===== src/mpg_pkg.sv =====
// package: register map, field layout and constants of the packet test block
package mpg_pkg;

  // register indices; byte address is four times the index
  localparam logic [11:0] IDX_CHK_ERR_HIGH = 12'h623;
  localparam logic [11:0] IDX_GEN_CTRL     = 12'h624;
  localparam logic [11:0] IDX_PAT_LOW      = 12'h625;
  localparam logic [11:0] IDX_PAT_MID      = 12'h626;
  localparam logic [11:0] IDX_PAT_HIGH     = 12'h627;
  localparam logic [11:0] IDX_DMATCH_LOW   = 12'h628;
  localparam logic [11:0] IDX_DMATCH_MID   = 12'h629;
  localparam logic [11:0] IDX_DMATCH_HIGH  = 12'h62A;
  localparam logic [11:0] IDX_CRC_FLAGS    = 12'h638;
  localparam logic [11:0] IDX_TX_CNT_LOW   = 12'h639;
  localparam logic [11:0] IDX_TX_CNT_HIGH  = 12'h63A;
  localparam logic [11:0] IDX_TX_ERR_CNT   = 12'h63B;
  localparam logic [11:0] IDX_RX_CNT_LOW   = 12'h63C;
  localparam logic [11:0] IDX_RX_CNT_HIGH  = 12'h63D;
  localparam logic [11:0] IDX_RX_ERR_CNT   = 12'h63E;
  // added registers: checker control/status and generator status
  localparam logic [11:0] IDX_CHK_CTRL     = 12'h620;
  localparam logic [11:0] IDX_GEN_STATUS   = 12'h640;

  // generator control field positions
  localparam int GC_DATA_LSB = 8;
  localparam int GC_MODE_LSB = 6;
  localparam int GC_VLD_LSB  = 3;
  localparam int GC_CNT_LSB  = 0;
  localparam logic [15:0] GEN_CTRL_RST = 16'h5511;

  // checker control bits
  localparam int CC_LOCK_BIT  = 0;
  localparam int CC_CLEAR_BIT = 1;
  localparam int CC_MODE_BIT  = 2;

  // generator status bits
  localparam int GS_DONE_BIT = 1;
  localparam int GS_BUSY_BIT = 0;

  localparam logic [1:0] MODE_INCR  = 2'h0;
  localparam logic [1:0] MODE_FIXED = 2'h1;
  localparam logic [2:0] CNT_CONT   = 3'h7;
  localparam logic [2:0] VLD_MAX    = 3'h6;

  // packet layout of generated frames
  localparam logic [15:0] PKT_LEN_BYTES = 16'h0040;
  localparam logic [7:0]  IPG_BYTES     = 8'h0C;
  localparam logic [15:0] PAT_OFFSET    = 16'h000C;
  localparam logic [7:0]  PRBS_SEED     = 8'hFF;

  typedef struct packed {
    logic [7:0] fixed_byte;
    logic [1:0] mode;
    logic [2:0] vld_bytes;
    logic [2:0] pkt_cnt;
  } mpg_gen_cfg_t;

  typedef struct packed {
    logic       valid;
    logic       sof;
    logic       eof;
    logic [7:0] data;
  } mpg_byte_t;

  // burst length for a packet-count code; zero means continuous
  function automatic logic [19:0] burst_len(input logic [2:0] code);
    case (code)
      3'h0:    burst_len = 20'h00001;
      3'h1:    burst_len = 20'h0000A;
      3'h2:    burst_len = 20'h00064;
      3'h3:    burst_len = 20'h003E8;
      3'h4:    burst_len = 20'h02710;
      3'h5:    burst_len = 20'h186A0;
      3'h6:    burst_len = 20'hF4240;
      default: burst_len = 20'h00000;
    endcase
  endfunction

endpackage


===== src/mpg_sat_cnt.sv =====
// saturating counter with clear and wrap option
`timescale 1ns/1ps
module mpg_sat_cnt #(
  parameter int WIDTH = 16
) (
  // clock and control
  input  wire logic             clk_i,
  input  wire logic             rst_i,
  input  wire logic             ce_i,
  input  wire logic             clr_i,
  input  wire logic             inc_i,
  input  wire logic             sat_i,
  // state
  output logic [WIDTH-1:0]      count_o,
  output logic                  ovf_o
);

  always_ff @(posedge clk_i) begin
    if (rst_i) begin
      count_o <= '0;
      ovf_o   <= 1'b0;
    end else if (ce_i) begin
      if (clr_i) begin
        // an event in the clearing cycle is kept, not lost
        count_o <= {{(WIDTH-1){1'b0}}, inc_i};
        ovf_o   <= 1'b0;
      end else if (inc_i) begin
        if (&count_o) begin
          ovf_o <= 1'b1;
          if (!sat_i) begin
            count_o <= '0;
          end
        end else begin
          count_o <= count_o + 1'b1;
        end
      end
    end
  end

endmodule // mpg_sat_cnt


===== src/mpg_gen.sv =====
// packet byte generator: incrementing, fixed or prbs payload with pattern
`timescale 1ns/1ps
module mpg_gen
  import mpg_pkg::*;
(
  // clock and control
  input  wire logic         clk_i,
  input  wire logic         rst_i,
  input  wire logic         ce_i,
  input  wire logic         start_i,
  input  wire mpg_gen_cfg_t cfg_i,
  input  wire logic [47:0]  pattern_i,
  input  wire logic         tx_ready_i,
  // byte stream and status
  output mpg_byte_t         tx_o,
  output logic              busy_o,
  output logic              done_o,
  output logic              pkt_sent_o
);

  typedef enum logic [1:0] {S_IDLE, S_DATA, S_GAP} mpg_gen_st_t;

  mpg_gen_st_t st;
  logic [15:0] byte_idx;
  logic [19:0] sent;
  logic [19:0] target;
  logic [7:0]  incr;
  logic [7:0]  prbs;
  logic [7:0]  next_byte;
  logic [2:0]  vld;
  logic [15:0] pat_idx;
  logic        adv;

  assign vld     = (cfg_i.vld_bytes > VLD_MAX) ? VLD_MAX : cfg_i.vld_bytes;
  assign pat_idx = byte_idx - PAT_OFFSET;
  assign adv     = (st == S_DATA) && tx_ready_i;

  always_comb begin
    next_byte = prbs;
    if (byte_idx >= PAT_OFFSET && pat_idx < {13'h0000, vld}) begin
      next_byte = pattern_i[pat_idx[2:0]*8 +: 8];
    end else begin
      case (cfg_i.mode)
        MODE_INCR:  next_byte = incr;
        MODE_FIXED: next_byte = cfg_i.fixed_byte;
        default:    next_byte = prbs;
      endcase
    end
  end

  always_ff @(posedge clk_i) begin
    if (rst_i) begin
      st         <= S_IDLE;
      byte_idx   <= '0;
      sent       <= '0;
      target     <= '0;
      busy_o     <= 1'b0;
      done_o     <= 1'b0;
      pkt_sent_o <= 1'b0;
    end else if (ce_i) begin
      pkt_sent_o <= 1'b0;
      case (st)
        S_IDLE: begin
          if (start_i) begin
            st       <= S_DATA;
            target   <= burst_len(cfg_i.pkt_cnt);
            sent     <= '0;
            byte_idx <= '0;
            busy_o   <= 1'b1;
            done_o   <= 1'b0;
          end
        end
        S_DATA: begin
          if (adv) begin
            if (byte_idx == PKT_LEN_BYTES - 16'h0001) begin
              byte_idx   <= '0;
              pkt_sent_o <= 1'b1;
              sent       <= sent + 20'h00001;
              st         <= S_GAP;
            end else begin
              byte_idx <= byte_idx + 16'h0001;
            end
          end
        end
        S_GAP: begin
          if (byte_idx[7:0] == IPG_BYTES) begin
            byte_idx <= '0;
            if (target != '0 && sent == target) begin
              st     <= S_IDLE;
              busy_o <= 1'b0;
              done_o <= 1'b1;
            end else begin
              st <= S_DATA;
            end
          end else begin
            byte_idx <= byte_idx + 16'h0001;
          end
        end
        default: st <= S_IDLE;
      endcase
    end
  end

  always_ff @(posedge clk_i) begin
    if (rst_i) begin
      incr <= '0;
      prbs <= PRBS_SEED;
    end else if (ce_i && adv) begin
      incr <= incr + 8'h01;
      // x^8+x^6+x^5+x^4+1
      prbs <= {prbs[6:0], prbs[7] ^ prbs[5] ^ prbs[4] ^ prbs[3]};
    end
  end

  always_ff @(posedge clk_i) begin
    if (rst_i) begin
      tx_o <= '0;
    end else if (ce_i) begin
      tx_o.valid <= adv;
      tx_o.sof   <= adv && byte_idx == '0;
      tx_o.eof   <= adv && byte_idx == PKT_LEN_BYTES - 16'h0001;
      tx_o.data  <= next_byte;
    end
  end

endmodule // mpg_gen


===== src/mpg_top.sv =====
// packet generator, checker statistics and apb register file
//
// Overview of operation
// - checker error count upper half readable
// - checker control write freezes shown count
// - count mode zero saturates error count
// - fixed mode sends programmed byte, 0x55 at reset
// - mode selects incrementing, fixed or prbs
// - valid pattern bytes 0..6, seven means six
// - count code selects burst or continuous
// - 48-bit pattern in three words
// - 48-bit destination match value compared
// - rx crc error flag
// - tx crc error flag
// - 32-bit tx packet counter, two words
// - 16-bit tx crc error counter
// - tx read sequence clears tx counters
// - rx counter, rx read sequence clears
// - lock bit freezes, clear bit also clears
// - 16-bit rx crc error counter
// - done flag after whole burst sent
//
// Local design decision: the APB interface to the registers.
`timescale 1ns/1ps
module mpg_top
  import mpg_pkg::*;
(
  // clock, reset, enable
  input  wire logic              clk_i,
  input  wire logic              rst_i,
  input  wire logic              ce_i,
  // apb slave
  input  wire logic              psel_i,
  input  wire logic              penable_i,
  input  wire logic              pwrite_i,
  input  wire logic [13:0]       paddr_i,
  input  wire logic [31:0]       pwdata_i,
  input  wire logic [3:0]        pstrb_i,
  output logic                   pready_o,
  output logic [31:0]            prdata_o,
  output logic                   pslverr_o,
  // generator control and stream
  input  wire logic              gen_start_i,
  input  wire logic              tx_ready_i,
  input  wire logic              tx_crc_err_i,
  output mpg_pkg::mpg_byte_t     tx_o,
  // receive side events (same clock)
  input  wire logic              rx_pkt_i,
  input  wire logic              rx_crc_err_i,
  input  wire logic [47:0]       rx_dest_i,
  input  wire logic              chk_err_pkt_i,
  // match result
  output logic                   dest_match_o
);

  ////////////////////////////////////////////////////////////////////////////
  // registers
  logic [15:0]  gen_ctrl;
  logic [47:0]  pattern;
  logic [47:0]  dmatch;
  logic         chk_sat_n;
  logic         tx_crc_flag;
  logic         rx_crc_flag;
  logic [15:0]  chk_err_shown;
  logic [1:0]   tx_seq;
  logic [1:0]   rx_seq;
  logic         tx_clr;
  logic         rx_clr;
  logic         chk_lock;
  logic         chk_clr;
  logic         gen_busy;
  logic         gen_done;
  logic         gen_pkt;
  logic [31:0]  chk_err_cnt;
  logic         chk_ovf;
  logic [31:0]  tx_cnt;
  logic [15:0]  tx_err_cnt;
  logic [31:0]  rx_cnt;
  logic [15:0]  rx_err_cnt;
  logic         rd_hit;
  logic         wr_hit;
  logic [11:0]  idx;
  logic [15:0]  rd_val;
  logic         rd_ok;
  mpg_gen_cfg_t cfg;
  mpg_byte_t    gen_tx;

  assign idx    = paddr_i[13:2];
  // writes land on the edge that completes the transfer
  assign wr_hit = psel_i && penable_i && pwrite_i && pready_o;
  assign rd_hit = psel_i && penable_i && !pwrite_i && !pready_o;
  assign cfg    = mpg_gen_cfg_t'({gen_ctrl[15:GC_DATA_LSB],
                                  gen_ctrl[GC_MODE_LSB +: 2],
                                  gen_ctrl[GC_VLD_LSB +: 3],
                                  gen_ctrl[GC_CNT_LSB +: 3]});

  // merge a 16-bit word under byte strobes
  function automatic logic [15:0] wmerge(input logic [15:0] old,
                                         input logic [31:0] wd,
                                         input logic [3:0]  st);
    wmerge = {st[1] ? wd[15:8] : old[15:8], st[0] ? wd[7:0] : old[7:0]};
  endfunction

  ////////////////////////////////////////////////////////////////////////////
  // apb handshake: one wait state, answer registered
  always_ff @(posedge clk_i) begin
    if (rst_i) begin
      pready_o  <= 1'b0;
      pslverr_o <= 1'b0;
      prdata_o  <= '0;
    end else if (ce_i) begin
      pready_o  <= psel_i && penable_i && !pready_o;
      pslverr_o <= psel_i && penable_i && !pready_o && !rd_ok;
      prdata_o  <= rd_hit ? {16'h0000, rd_val} : 32'h0000_0000;
    end
  end

  always_comb begin
    rd_val = 16'h0000;
    rd_ok  = 1'b1;
    case (idx)
      IDX_CHK_ERR_HIGH: rd_val = chk_err_shown;
      IDX_GEN_CTRL:     rd_val = gen_ctrl;
      IDX_PAT_LOW:      rd_val = pattern[15:0];
      IDX_PAT_MID:      rd_val = pattern[31:16];
      IDX_PAT_HIGH:     rd_val = pattern[47:32];
      IDX_DMATCH_LOW:   rd_val = dmatch[15:0];
      IDX_DMATCH_MID:   rd_val = dmatch[31:16];
      IDX_DMATCH_HIGH:  rd_val = dmatch[47:32];
      IDX_CRC_FLAGS:    rd_val = {14'h0000, rx_crc_flag, tx_crc_flag};
      IDX_TX_CNT_LOW:   rd_val = tx_cnt[15:0];
      IDX_TX_CNT_HIGH:  rd_val = tx_cnt[31:16];
      IDX_TX_ERR_CNT:   rd_val = tx_err_cnt;
      IDX_RX_CNT_LOW:   rd_val = rx_cnt[15:0];
      IDX_RX_CNT_HIGH:  rd_val = rx_cnt[31:16];
      IDX_RX_ERR_CNT:   rd_val = rx_err_cnt;
      IDX_CHK_CTRL:     rd_val = {chk_ovf, 12'h000, chk_sat_n, 2'h0};
      IDX_GEN_STATUS:   rd_val = {14'h0000, gen_done, gen_busy};
      default: begin
        rd_val = 16'h0000;
        rd_ok  = 1'b0;
      end
    endcase
  end

  ////////////////////////////////////////////////////////////////////////////
  // writable configuration
  always_ff @(posedge clk_i) begin
    if (rst_i) begin
      gen_ctrl  <= GEN_CTRL_RST;
      pattern   <= '0;
      dmatch    <= '0;
      chk_sat_n <= 1'b0;
    end else if (ce_i && wr_hit) begin
      case (idx)
        IDX_GEN_CTRL:    gen_ctrl <= wmerge(gen_ctrl, pwdata_i, pstrb_i);
        IDX_PAT_LOW:     pattern[15:0] <=
                           wmerge(pattern[15:0], pwdata_i, pstrb_i);
        IDX_PAT_MID:     pattern[31:16] <=
                           wmerge(pattern[31:16], pwdata_i, pstrb_i);
        IDX_PAT_HIGH:    pattern[47:32] <=
                           wmerge(pattern[47:32], pwdata_i, pstrb_i);
        IDX_DMATCH_LOW:  dmatch[15:0] <=
                           wmerge(dmatch[15:0], pwdata_i, pstrb_i);
        IDX_DMATCH_MID:  dmatch[31:16] <=
                           wmerge(dmatch[31:16], pwdata_i, pstrb_i);
        IDX_DMATCH_HIGH: dmatch[47:32] <=
                           wmerge(dmatch[47:32], pwdata_i, pstrb_i);
        IDX_CHK_CTRL: begin
          if (pstrb_i[0]) begin
            chk_sat_n <= pwdata_i[CC_MODE_BIT];
          end
        end
        default: ;
      endcase
    end
  end

  ////////////////////////////////////////////////////////////////////////////
  // checker lock and clear strobes
  assign chk_lock = wr_hit && idx == IDX_CHK_CTRL && pstrb_i[0]
                    && (pwdata_i[CC_LOCK_BIT] || pwdata_i[CC_CLEAR_BIT]);
  assign chk_clr  = wr_hit && idx == IDX_CHK_CTRL && pstrb_i[0]
                    && pwdata_i[CC_CLEAR_BIT];

  // shown value is a snapshot taken only at lock
  always_ff @(posedge clk_i) begin
    if (rst_i) begin
      chk_err_shown <= '0;
    end else if (ce_i && chk_lock) begin
      chk_err_shown <= chk_clr ? 16'h0000 : chk_err_cnt[31:16];
    end
  end

  mpg_sat_cnt #(.WIDTH(32)) u_chk_err (
    .clk_i   (clk_i),
    .rst_i   (rst_i),
    .ce_i    (ce_i),
    .clr_i   (chk_clr),
    .inc_i   (chk_err_pkt_i),
    .sat_i   (!chk_sat_n),
    .count_o (chk_err_cnt),
    .ovf_o   (chk_ovf)
  );

  ////////////////////////////////////////////////////////////////////////////
  // generator
  mpg_gen u_gen (
    .clk_i      (clk_i),
    .rst_i      (rst_i),
    .ce_i       (ce_i),
    .start_i    (gen_start_i),
    .cfg_i      (cfg),
    .pattern_i  (pattern),
    .tx_ready_i (tx_ready_i),
    .tx_o       (gen_tx),
    .busy_o     (gen_busy),
    .done_o     (gen_done),
    .pkt_sent_o (gen_pkt)
  );

  always_ff @(posedge clk_i) begin
    if (rst_i) begin
      tx_o <= '0;
    end else if (ce_i) begin
      tx_o <= gen_tx;
    end
  end

  ////////////////////////////////////////////////////////////////////////////
  // read-sequence trackers; any other read restarts the sequence
  always_ff @(posedge clk_i) begin
    if (rst_i) begin
      tx_seq <= 2'h0;
    end else if (ce_i && rd_hit) begin
      if (idx == IDX_TX_CNT_LOW) begin
        tx_seq <= 2'h1;
      end else if (idx == IDX_TX_CNT_HIGH && tx_seq == 2'h1) begin
        tx_seq <= 2'h2;
      end else begin
        tx_seq <= 2'h0;
      end
    end
  end

  always_ff @(posedge clk_i) begin
    if (rst_i) begin
      rx_seq <= 2'h0;
    end else if (ce_i && rd_hit) begin
      if (idx == IDX_RX_CNT_LOW) begin
        rx_seq <= 2'h1;
      end else if (idx == IDX_RX_CNT_HIGH && rx_seq == 2'h1) begin
        rx_seq <= 2'h2;
      end else begin
        rx_seq <= 2'h0;
      end
    end
  end

  assign tx_clr = rd_hit && idx == IDX_TX_ERR_CNT && tx_seq == 2'h2;
  assign rx_clr = rd_hit && idx == IDX_RX_ERR_CNT && rx_seq == 2'h2;

  ////////////////////////////////////////////////////////////////////////////
  // statistics counters
  mpg_sat_cnt #(.WIDTH(32)) u_tx_cnt (
    .clk_i (clk_i), .rst_i (rst_i), .ce_i (ce_i),
    .clr_i (tx_clr), .inc_i (gen_pkt), .sat_i (1'b1),
    .count_o (tx_cnt), .ovf_o ()
  );

  mpg_sat_cnt #(.WIDTH(16)) u_tx_err (
    .clk_i (clk_i), .rst_i (rst_i), .ce_i (ce_i),
    .clr_i (tx_clr), .inc_i (tx_crc_err_i), .sat_i (1'b1),
    .count_o (tx_err_cnt), .ovf_o ()
  );

  mpg_sat_cnt #(.WIDTH(32)) u_rx_cnt (
    .clk_i (clk_i), .rst_i (rst_i), .ce_i (ce_i),
    .clr_i (rx_clr), .inc_i (rx_pkt_i), .sat_i (1'b1),
    .count_o (rx_cnt), .ovf_o ()
  );

  mpg_sat_cnt #(.WIDTH(16)) u_rx_err (
    .clk_i (clk_i), .rst_i (rst_i), .ce_i (ce_i),
    .clr_i (rx_clr), .inc_i (rx_crc_err_i), .sat_i (1'b1),
    .count_o (rx_err_cnt), .ovf_o ()
  );

  ////////////////////////////////////////////////////////////////////////////
  // crc flags follow the latest packet; destination match
  always_ff @(posedge clk_i) begin
    if (rst_i) begin
      tx_crc_flag  <= 1'b0;
      rx_crc_flag  <= 1'b0;
      dest_match_o <= 1'b0;
    end else if (ce_i) begin
      // sampled as the packet end leaves the block toward the link
      if (tx_o.valid && tx_o.eof) begin
        tx_crc_flag <= tx_crc_err_i;
      end
      if (rx_pkt_i) begin
        rx_crc_flag  <= rx_crc_err_i;
        dest_match_o <= rx_dest_i == dmatch;
      end
    end
  end

endmodule // mpg_top


===== config.mk =====
export PLATFORM = sky130hd
export DESIGN_NAME = mpg_top
export DESIGN_NICKNAME = d
export VERILOG_FILES = /design/src/mpg_pkg.sv /design/src/mpg_sat_cnt.sv /design/src/mpg_gen.sv /design/src/mpg_top.sv
export SDC_FILE = /design/constraint.sdc
export NUM_CORES = 1
export LEC_CHECK = 0
export ABC_AREA = 0
export CORE_MARGIN = 4
export CORE_UTILIZATION = 55
export CTS_CLUSTER_SIZE = 14
export DETAILED_ROUTE_END_ITERATION = 8
export DONT_BUFFER_PORTS = 1
export GPL_TIMING_DRIVEN = 0
export PLACE_DENSITY = 0.77
export RECOVER_POWER = 100
export SLEW_MARGIN = 0
export SYNTH_ARGS = -nofsm -noshare
export SYNTH_HDL_FRONTEND = slang
export SYNTH_SLANG_ARGS = --single-unit

===== constraint.sdc =====
create_clock -name clk_i -period 5 [get_ports clk_i]
set_input_delay 1.5 -clock clk_i [delete_from_list [all_inputs] [get_ports clk_i]]
set_output_delay 1.5 -clock clk_i [all_outputs]
set_load 0.005 [all_outputs]

* Word-level counts from Yosys, hierarchy flattened
Index checks and enable logic that the tools add are counted.
Widths: inputs -> output; s select.
** Word-level totals
- Register bits :: 398
- Input port bits :: 110
** Operators by class
- Add/sub/neg operators :: 9
- $lt $le $gt $ge :: 3
- Equal/unequal tests :: 44
- Shift-type cells :: 1
- Mux-type cells :: 57
- Bitwise operators :: 3
- Reductions and logical operators :: 79
** Operators by type and width (count)
- $mux 32 :: 10
- $pmux 16 s17 :: 1
- $eq 12x11->1 const B :: 17
- $mux 16 :: 12
- $pmux 20 s7 :: 1
- $add 32x1->32 const B :: 3
- $reduce_and 32->1 :: 3
- $reduce_and 3->1 :: 22
- $mux 20 :: 3
- $add 16x1->16 const B :: 3
- $eq 48x48->1 :: 1
- $pmux 16 s3 :: 1
- $shiftx 48x7->8 :: 1
- $pmux 20 s2 :: 1
- $reduce_and 16->1 :: 2
- $logic_and 1x1->1 :: 27
- $add 20x1->20 const B :: 1
- $eq 20x20->1 :: 1
- $reduce_bool 20->1 :: 1
- $reduce_or 17->1 :: 1
- $eq 16x6->1 const B :: 1
- $ge 16x4->1 const B :: 1
- $logic_not 16->1 :: 1
- $lt 16x3->1 :: 1
- 29 further kinds :: 80

* Logic depth before layout (Yosys ltp)
Gate-level depths: netlist (run 1).
- Depth in word-level cells :: 8
- Mapped depth :: 10
- Depth with buffers taken out :: 8

* Cells and area by module
A second synthesis (run 1) with hierarchy kept.
** Unflattened totals
- Cell total of the unflattened synthesis :: 2630
- Area, all modules :: 21426.8 um^2
** By module, submodules not included
- mpg_top :: instances 1, cells each 1091, area an instance 9012.4 um^2
- mpg_sat_cnt at u_chk_err ... :: instances 3, cells each 252, area an instance 1976.9 um^2
- mpg_gen :: instances 1, cells each 553, area an instance 4654.5 um^2
- mpg_sat_cnt at u_rx_err ... :: instances 2, cells each 115, area an instance 914.6 um^2

* Worst setup path after synthesis (run 1)
OpenSTA, ideal clock, no wires.
- Kind :: input-to-reg
- Start :: input paddr_i[5]
- End :: register pattern[17]
- Library setup time :: 128 ps
- Arrival time :: 3245 ps
- Setup slack :: 1627 ps
- Stages on the path :: 8
- Path buffers :: 2
- Cell sequence :: buf_2 or3b_1 clkbuf_1 nor4_2 nand2_1 nor2_4 mux2i_1 nor2_1
** Between the ends
- Word-level cells in the longest chain between the ends :: 2
** RTL lines
- start, declared :: RTL line mpg_top.sv:36 : input wire logic [13:0] paddr_i,
- $eq 12x11->1 :: RTL line mpg_top.sv:155 : case (idx)
- $reduce_and 3->1 (no line)
- end signal, assigned :: RTL line mpg_top.sv:159 : IDX_PAT_MID: pattern[31:16] <=
- end, declared :: RTL line mpg_top.sv:59 : logic [47:0] pattern;
No other way between the ends.
A chain may end at the register's enable or synchronous reset.

* Worst setup path after layout (run 1)
- Start :: input ce_i
- End :: register tx_crc_flag
** Between the ends
- Word-level cells in the longest chain between the ends :: 1
** RTL lines
- start, declared :: RTL line mpg_top.sv:31 : input wire logic ce_i,
- $reduce_and 2->1 (no line)
- end signal, assigned :: RTL line mpg_top.sv:299 : tx_crc_flag <= tx_crc_err_i;
- end, declared :: RTL line mpg_top.sv:62 : logic tx_crc_flag;
No other way between the ends.

==> run metrics, run 1 <==
outcome finished with violations; failing checks capacitance limit, slew limit; clock sink total 376; Max-Slew Margin vs Limit -17.2%; clock power share 47.6%; Setup Buffers After CTS 0; global-route wire length before repair 114000 µm; setup_tns 0 ps; Crit path depth 7; Die H 199 µm; period utilization 92.6%; Root Buffer clkbuf_16; CTS-repair resized insts 0; Via density 6.73; die width 199 µm; Power, Total 6530 µW; EDFF count, synth 0; row count 69; Leak Pwr 0.00697 µW; Synth Flop Type dfxtp_1; DR iter-0 viols 2502; Synth cell types 97; Hold-fix buffers, CTS 0; register area share after synthesis 37.4%; pre-CTS WS 343 ps; Final #Nets 2581; Final Worst Setup Slack 371 ps; clock-pin slew of the registers on the worst-case setup and hold paths 60 ps; setup violators final 0; pwr dens 297 mW/mm²; final setup skew 22.3 ps; Comb power frac 5.8%; power share of the sequential group 46.6%; Synth Cell Area 0.0201 mm²; Die ar. 0.0397 mm²; CP bufs+invs 4; Pre-Repair DR Iteration Count 9; most frequent cell on the critical path clkbuf_1; gr usage total 37.6%; max cap viols 1; CORE AREA 0.0358 mm²; Initial Util 56.2%; synthesized instance count 2395; CP top delay family buffers and inverters; synthesized flop and latch total 376; Residual DRC 0; per-cell routed wire length 26.0 µm; Async S/R FF share, synth 0%; Tightest Pin Transition 1740 ps; grt ovf 0; clock latency on the worst-skew pair 590 ps; Avg Inst Size Synth 8.41 µm²; worst min path class flip-flop to flip-flop; Final ANT Viol Nets 0; vias 19.8k; slowest cell delay on critical path 870 ps; Max Root-Sink Buffers 3; Critical Path AT 5070 ps; crit-path cells clkbuf_1 -> clkbuf_1 -> clkbuf_1 -> clkbuf_1 -> nand3_1 -> mux2i_1 -> nor2_1; final std cells w/o fill 2947; CTS Buf Count 42; maximum VDD drop 0.242 mV; slowest library cell on the worst path clkbuf_1; initial antenna violation count 3; unrepaired setup endpoints after global routing no; Hold Path Cell Cnt 2; critical setup path kind input port to flip-flop; final slew viol count 6; crit-path max FO 10; Int Pwr 4920 µW; Ys Warns 0; vias in the first global route 18.3k; P_sw 1610 µW; detailed placement HPWL 58300 µm; layout cell share with drive strength beyond 1 6.36%; Routed Wire Length 76500 µm; Startpoint Class input port; Fmax achieved 216 MHz; layout overhead on the synthesized area 9.26%; Switching Fraction 24.6%; gpl congestion 1.02; number of port buffers 0; I/O pin count 156; Fin Hold WS 454 ps; Fin. Hold Viols 0; H-tree depth 2; critical path endpoint category flip-flop; worst reg2reg path depth 10; Inst Count DP 2871; CTS tree yes; clock period minus worst slack 4630 ps; largest net degree at the start of global routing 15; WP data required 5440 ps
-- kinds of logic after synthesis --
kind of cell / count (synthesis) / synth area share (%)
fa+ha+maj: 18 / 1.11
flops: 376 / 37.4
compound gates: 468 / 15.6
simple gates: 992 / 25.4
buf+inv: 203 / 4.34
mux: 173 / 9.01
other cells: 1 / 0.0186
xor+xnor: 164 / 7.14
-- registers in the layout, summed over array words and instances, names as in the netlist, 8 cells and up --
register / count
u_gen.sent: 20
u_tx_err.count_o: 16
u_gen.target: 14
u_gen.tx_o: 11
u_gen.prbs: 8
u_gen.byte_idx: 16
u_chk_err.count_o: 32
prdata_o: 16
cfg: 16
dmatch: 48
u_gen.incr: 8
u_tx_cnt.count_o: 32
pattern: 48
u_rx_cnt.count_o: 32
tx_o: 11
chk_err_shown: 16
u_rx_err.count_o: 16
-- layout make-up --
type	instances	area [µm²]
antenna	1	2.50
clock buffer	61	1210
multi-input combinational	1831	11700
inverter	41	154
sequential	376	7530
fill	3185	13800
clock inverter	14	145
tap	461	577
buffer	162	704
-- path summary, 6_finish.rpt --
| kind | startpoint | endpoint | slack [ps] |
|---|---|---|---|
| worst min-delay path | chk_err_shown[15] | chk_err_shown[15] | 450 |
| worst max register to register | u_gen.byte_idx[2] | u_gen.tx_o[5] | 1630 |
| worst max-delay path | ce_i | tx_crc_flag | 370 |
| worst min register to register | chk_err_shown[15] | chk_err_shown[15] | 450 |
-- worst min-delay path: cells and delay by family, from the launching register on --
family | cells | cell delay, ps
flops | 1 | 310
compound gates | 1 | 50
simple gates | 1 | 50
-- cells in the mapped netlist (39+ instances only) --
| cell type | n | area (µm²) |
|---|---|---|
| dfxtp_1 | 376 | 7530 |
| nor2_1 | 298 | 1120 |
| nand2_1 | 205 | 769 |
| mux2i_1 | 153 | 1530 |
| a21oi_1 | 125 | 626 |
| nand3_1 | 124 | 621 |
| xnor2_1 | 103 | 902 |
| clkbuf_1 | 102 | 383 |
| o21ai_0 | 90 | 450 |
| nand4_1 | 66 | 413 |
| xor2_1 | 61 | 534 |
| or3_1 | 47 | 294 |
| and3_1 | 45 | 282 |
| inv_1 | 39 | 146 |
| nor3_1 | 39 | 195 |
-- cell usage in the layout, fill, tap and decap left out, types with 9 or more instances in the layout --
| cell | n |
|---|---|
| nand2_1 | 205 |
| a22oi_1 | 38 |
| clkbuf_16 | 43 |
| a221oi_1 | 17 |
| o31ai_1 | 10 |
| conb_1 | 16 |
| and3_1 | 45 |
| and2_1 | 11 |
| nand3_1 | 124 |
| nor4_1 | 30 |
| nand2b_1 | 9 |
| o22ai_1 | 10 |
| a211oi_1 | 20 |
| or3_1 | 47 |
| nor4_2 | 9 |
| mux2i_1 | 153 |
| a222oi_1 | 14 |
| nor2b_1 | 10 |
| a21oi_1 | 125 |
| xnor2_1 | 103 |
| ha_1 | 17 |
| o21ai_0 | 98 |
| or4_1 | 11 |
| nor3_1 | 40 |
| and4_1 | 21 |
| nor2_1 | 307 |
| buf_2 | 17 |
| mux2_2 | 15 |
| xor2_1 | 61 |
| buf_4 | 16 |
| a2111oi_0 | 13 |
| a31oi_1 | 21 |
| clkbuf_1 | 134 |
| a32oi_1 | 13 |
| dfxtp_1 | 376 |
| nand4_1 | 67 |
| inv_1 | 39 |
| o211ai_1 | 20 |
-- through the flow --
stage / instance area, µm² / utilization (%)
floorplan: 20200 / -
global placement: 20800 / 58.0
detailed placement: 20800 / 58.0
CTS: 22100 / 61.8
global route: 22000 / 61.4
finish: 22000 / 61.4
-- layer usage --
layer  vias to the layer above  track usage [%]  part of all wire (%)
li1                       8854                -                     -
met1                      9489             52.2                    40
met2                      1267             55.0                    42
met3                       218             10.3                    13
met4                         4             16.2                   4.8
met5                         -                0                 0.037
-- power groups by stage --
| stage | sequential, µW | combinational, µW | clock [µW] |
|---|---|---|---|
| CTS | 3040 | 371 | 3110 |
| finish | 3040 | 378 | 3110 |
| floorplan | 3100 | 251 | 0 |
| detailed placement | 3110 | 369 | 0 |
| global placement | 3110 | 363 | 0 |
| global route | 3040 | 399 | 3240 |
Note: power is estimated with default switching activity, not from simulation.
==> run 2: changes to the inputs <==
--- a/config.mk
+++ b/config.mk
@@ -11,7 +11,6 @@
 export CTS_CLUSTER_SIZE = 14
 export DETAILED_ROUTE_END_ITERATION = 8
 export DONT_BUFFER_PORTS = 1
-export GPL_TIMING_DRIVEN = 0
 export PLACE_DENSITY = 0.77
 export RECOVER_POWER = 100
 export SLEW_MARGIN = 0
==> run 2 against run 1 <==
Compared with the run above: the run still ends with capacitance limit, slew limit left; non-clock buffer count fell by 133; via count decreased by 6.2%; register-to-register slack lost 520 ps; clock power up 4%; utilization shrank 1.3 points; clock skew fell by 2.5 ps; critical path type unchanged; largest power group unchanged; highest routed layer unchanged.
==> run metrics, run 2 (synthesized netlist as in run 1, its figures left out) <==
Residual DRC 0; per-cell routed wire length 22.8 µm; slowest cell delay on critical path 900 ps; CORE AREA 0.0358 mm²; maximum VDD drop 0.213 mV; Tightest Pin Transition 2240 ps; Hold Crit Endpoint chk_err_shown[2]; vias in the first global route 17.2k; max cap viols 5; Root Buffer clkbuf_16; final slew viol count 143; outcome finished with violations; I/O pin count 156; row count 69; Critical Path AT 4620 ps; setup_tns 0 ps; Fmax achieved 241 MHz; failing checks capacitance limit, slew limit; Leak Pwr 0.00680 µW; Setup Buffers After CTS 0; Hold Path Cell Cnt 2; Pre-Repair DR Iteration Count 8; clock latency on the worst-skew pair 570 ps; WP data required 5470 ps; gpl congestion 0.977; worst reg2reg setup slack 1110 ps; setup violators final 0; Max Root-Sink Buffers 3; worst min path class flip-flop to flip-flop; crit-path cells and4bb_1 -> nand4_1 -> o32ai_1 -> o211ai_1 -> buf_4 -> or4_1 -> a21oi_1; Die H 199 µm; critical setup path kind input port to flip-flop; vias 18.6k; Max-Slew Margin vs Limit -51.3%; DR iter-0 viols 2266; final setup skew 19.7 ps; layout cell share with drive strength beyond 1 6.04%; Routed Wire Length 64300 µm; worst reg2reg path depth 7; global-route wire length before repair 99400 µm; gr usage total 31.5%; FF-to-FF End u_gen.sent[10]; die width 199 µm; layout overhead on the synthesized area 6.97%; pwr dens 302 mW/mm²; R2R Path Start u_gen.byte_idx[1]; CTS-repair resized insts 0; most frequent cells in the layout 376 x dfxtp_1, 310 x nor2_1, 205 x nand2_1; period utilization 83.0%; unrepaired setup endpoints after global routing no; CTS tree yes; slowest library cell on the worst path o32ai_1; Startpoint Class input port; grt ovf 0; H-tree depth 2; initial antenna violation count 2; clock period minus worst slack 4150 ps; detailed placement HPWL 46800 µm; pre-CTS WS 981 ps; CTS Buf Count 40; Fin. Hold Viols 0; hold path start chk_err_shown[2]; Die ar. 0.0397 mm²; Final Worst Setup Slack 852 ps; commonest non-fill, non-tap cell in the layout dfxtp_1; Final #Nets 2446; Initial Util 56.2%; largest registers dmatch x48, pattern x48; critical path endpoint category flip-flop; clock sink total 376; Final ANT Viol Nets 0; clock-pin slew of the registers on the worst-case setup and hold paths 70 ps; crit-path max FO 13; number of port buffers 0; largest net degree at the start of global routing 194; Hold-fix buffers, CTS 0; Via density 6.62
==> run 2: changes by cell type in the layout (fill, tap and decap cells not counted), sizes merged <==
cell	previous run	this run
buf	39	19
bufinv	2	6
clkbuf	184	63
clkinv	11	12
clkinvlp	1	2
==> run 2: power by group <==
group | total, µW | internal [µW] | switching (µW)
Combinational | 243 | 87.5 | 156
Sequential | 3050 | 3020 | 29.6
Clock | 3220 | 1930 | 1300
Total | 6510 | 5030 | 1480
==> run 2: metrics by stage <==
step                hold slack, ps  utilization (%)  total power (µW)  instances  cell area, µm²
floorplan                      431                -              3350       2410           20200
global placement               440             56.7              3350       2738           20300
detailed placement             442             56.7              3360       2738           20300
CTS                            452             60.7              6540       2811           21700
global route                   464             60.1              6700       2811           21500
finish                         455             60.1              6510       2812           21500
==> run 2: worst max-delay path by stage <==
stage,start,end,slack (ps)
2_1_floorplan,paddr_i[5],pattern[17],1630
3_3_place_gp,paddr_i[13],u_tx_cnt.count_o[27],1020
3_5_place_dp,paddr_i[13],u_tx_cnt.count_o[27],980
4_1_cts,paddr_i[13],u_tx_cnt.count_o[27],1550
5_1_grt,paddr_i[13],u_tx_cnt.count_o[27],660
6_report,paddr_i[13],u_tx_cnt.count_o[27],850
==> run 2: metal layers <==
metal	up-vias	global-route usage (%)	wire, µm
li1	8572	-	-
met1	8850	42.3	25400
met2	1000	47.9	27800
met3	180	9.10	8300
met4	4	12.3	2660
met5	-	0	27
==> run 2: worst max-delay path: cells and delay by family <==
family	cells	cell delay (ps)
AOI/OAI and AO/OA	3	1510
and+or+nand+nor	3	1290
buffers and inverters	1	310
==> run 2: cell type report <==
class	count	area (µm²)
Clock buffer	53	1140
Clock inverter	20	289
Tap cell	461	577
Multi-Input combinational cell	1831	11700
Fill cell	3122	14300
Timing Repair Buffer	29	180
Antenna cell	1	2.50
Sequential cell	376	7530
Inverter	41	154
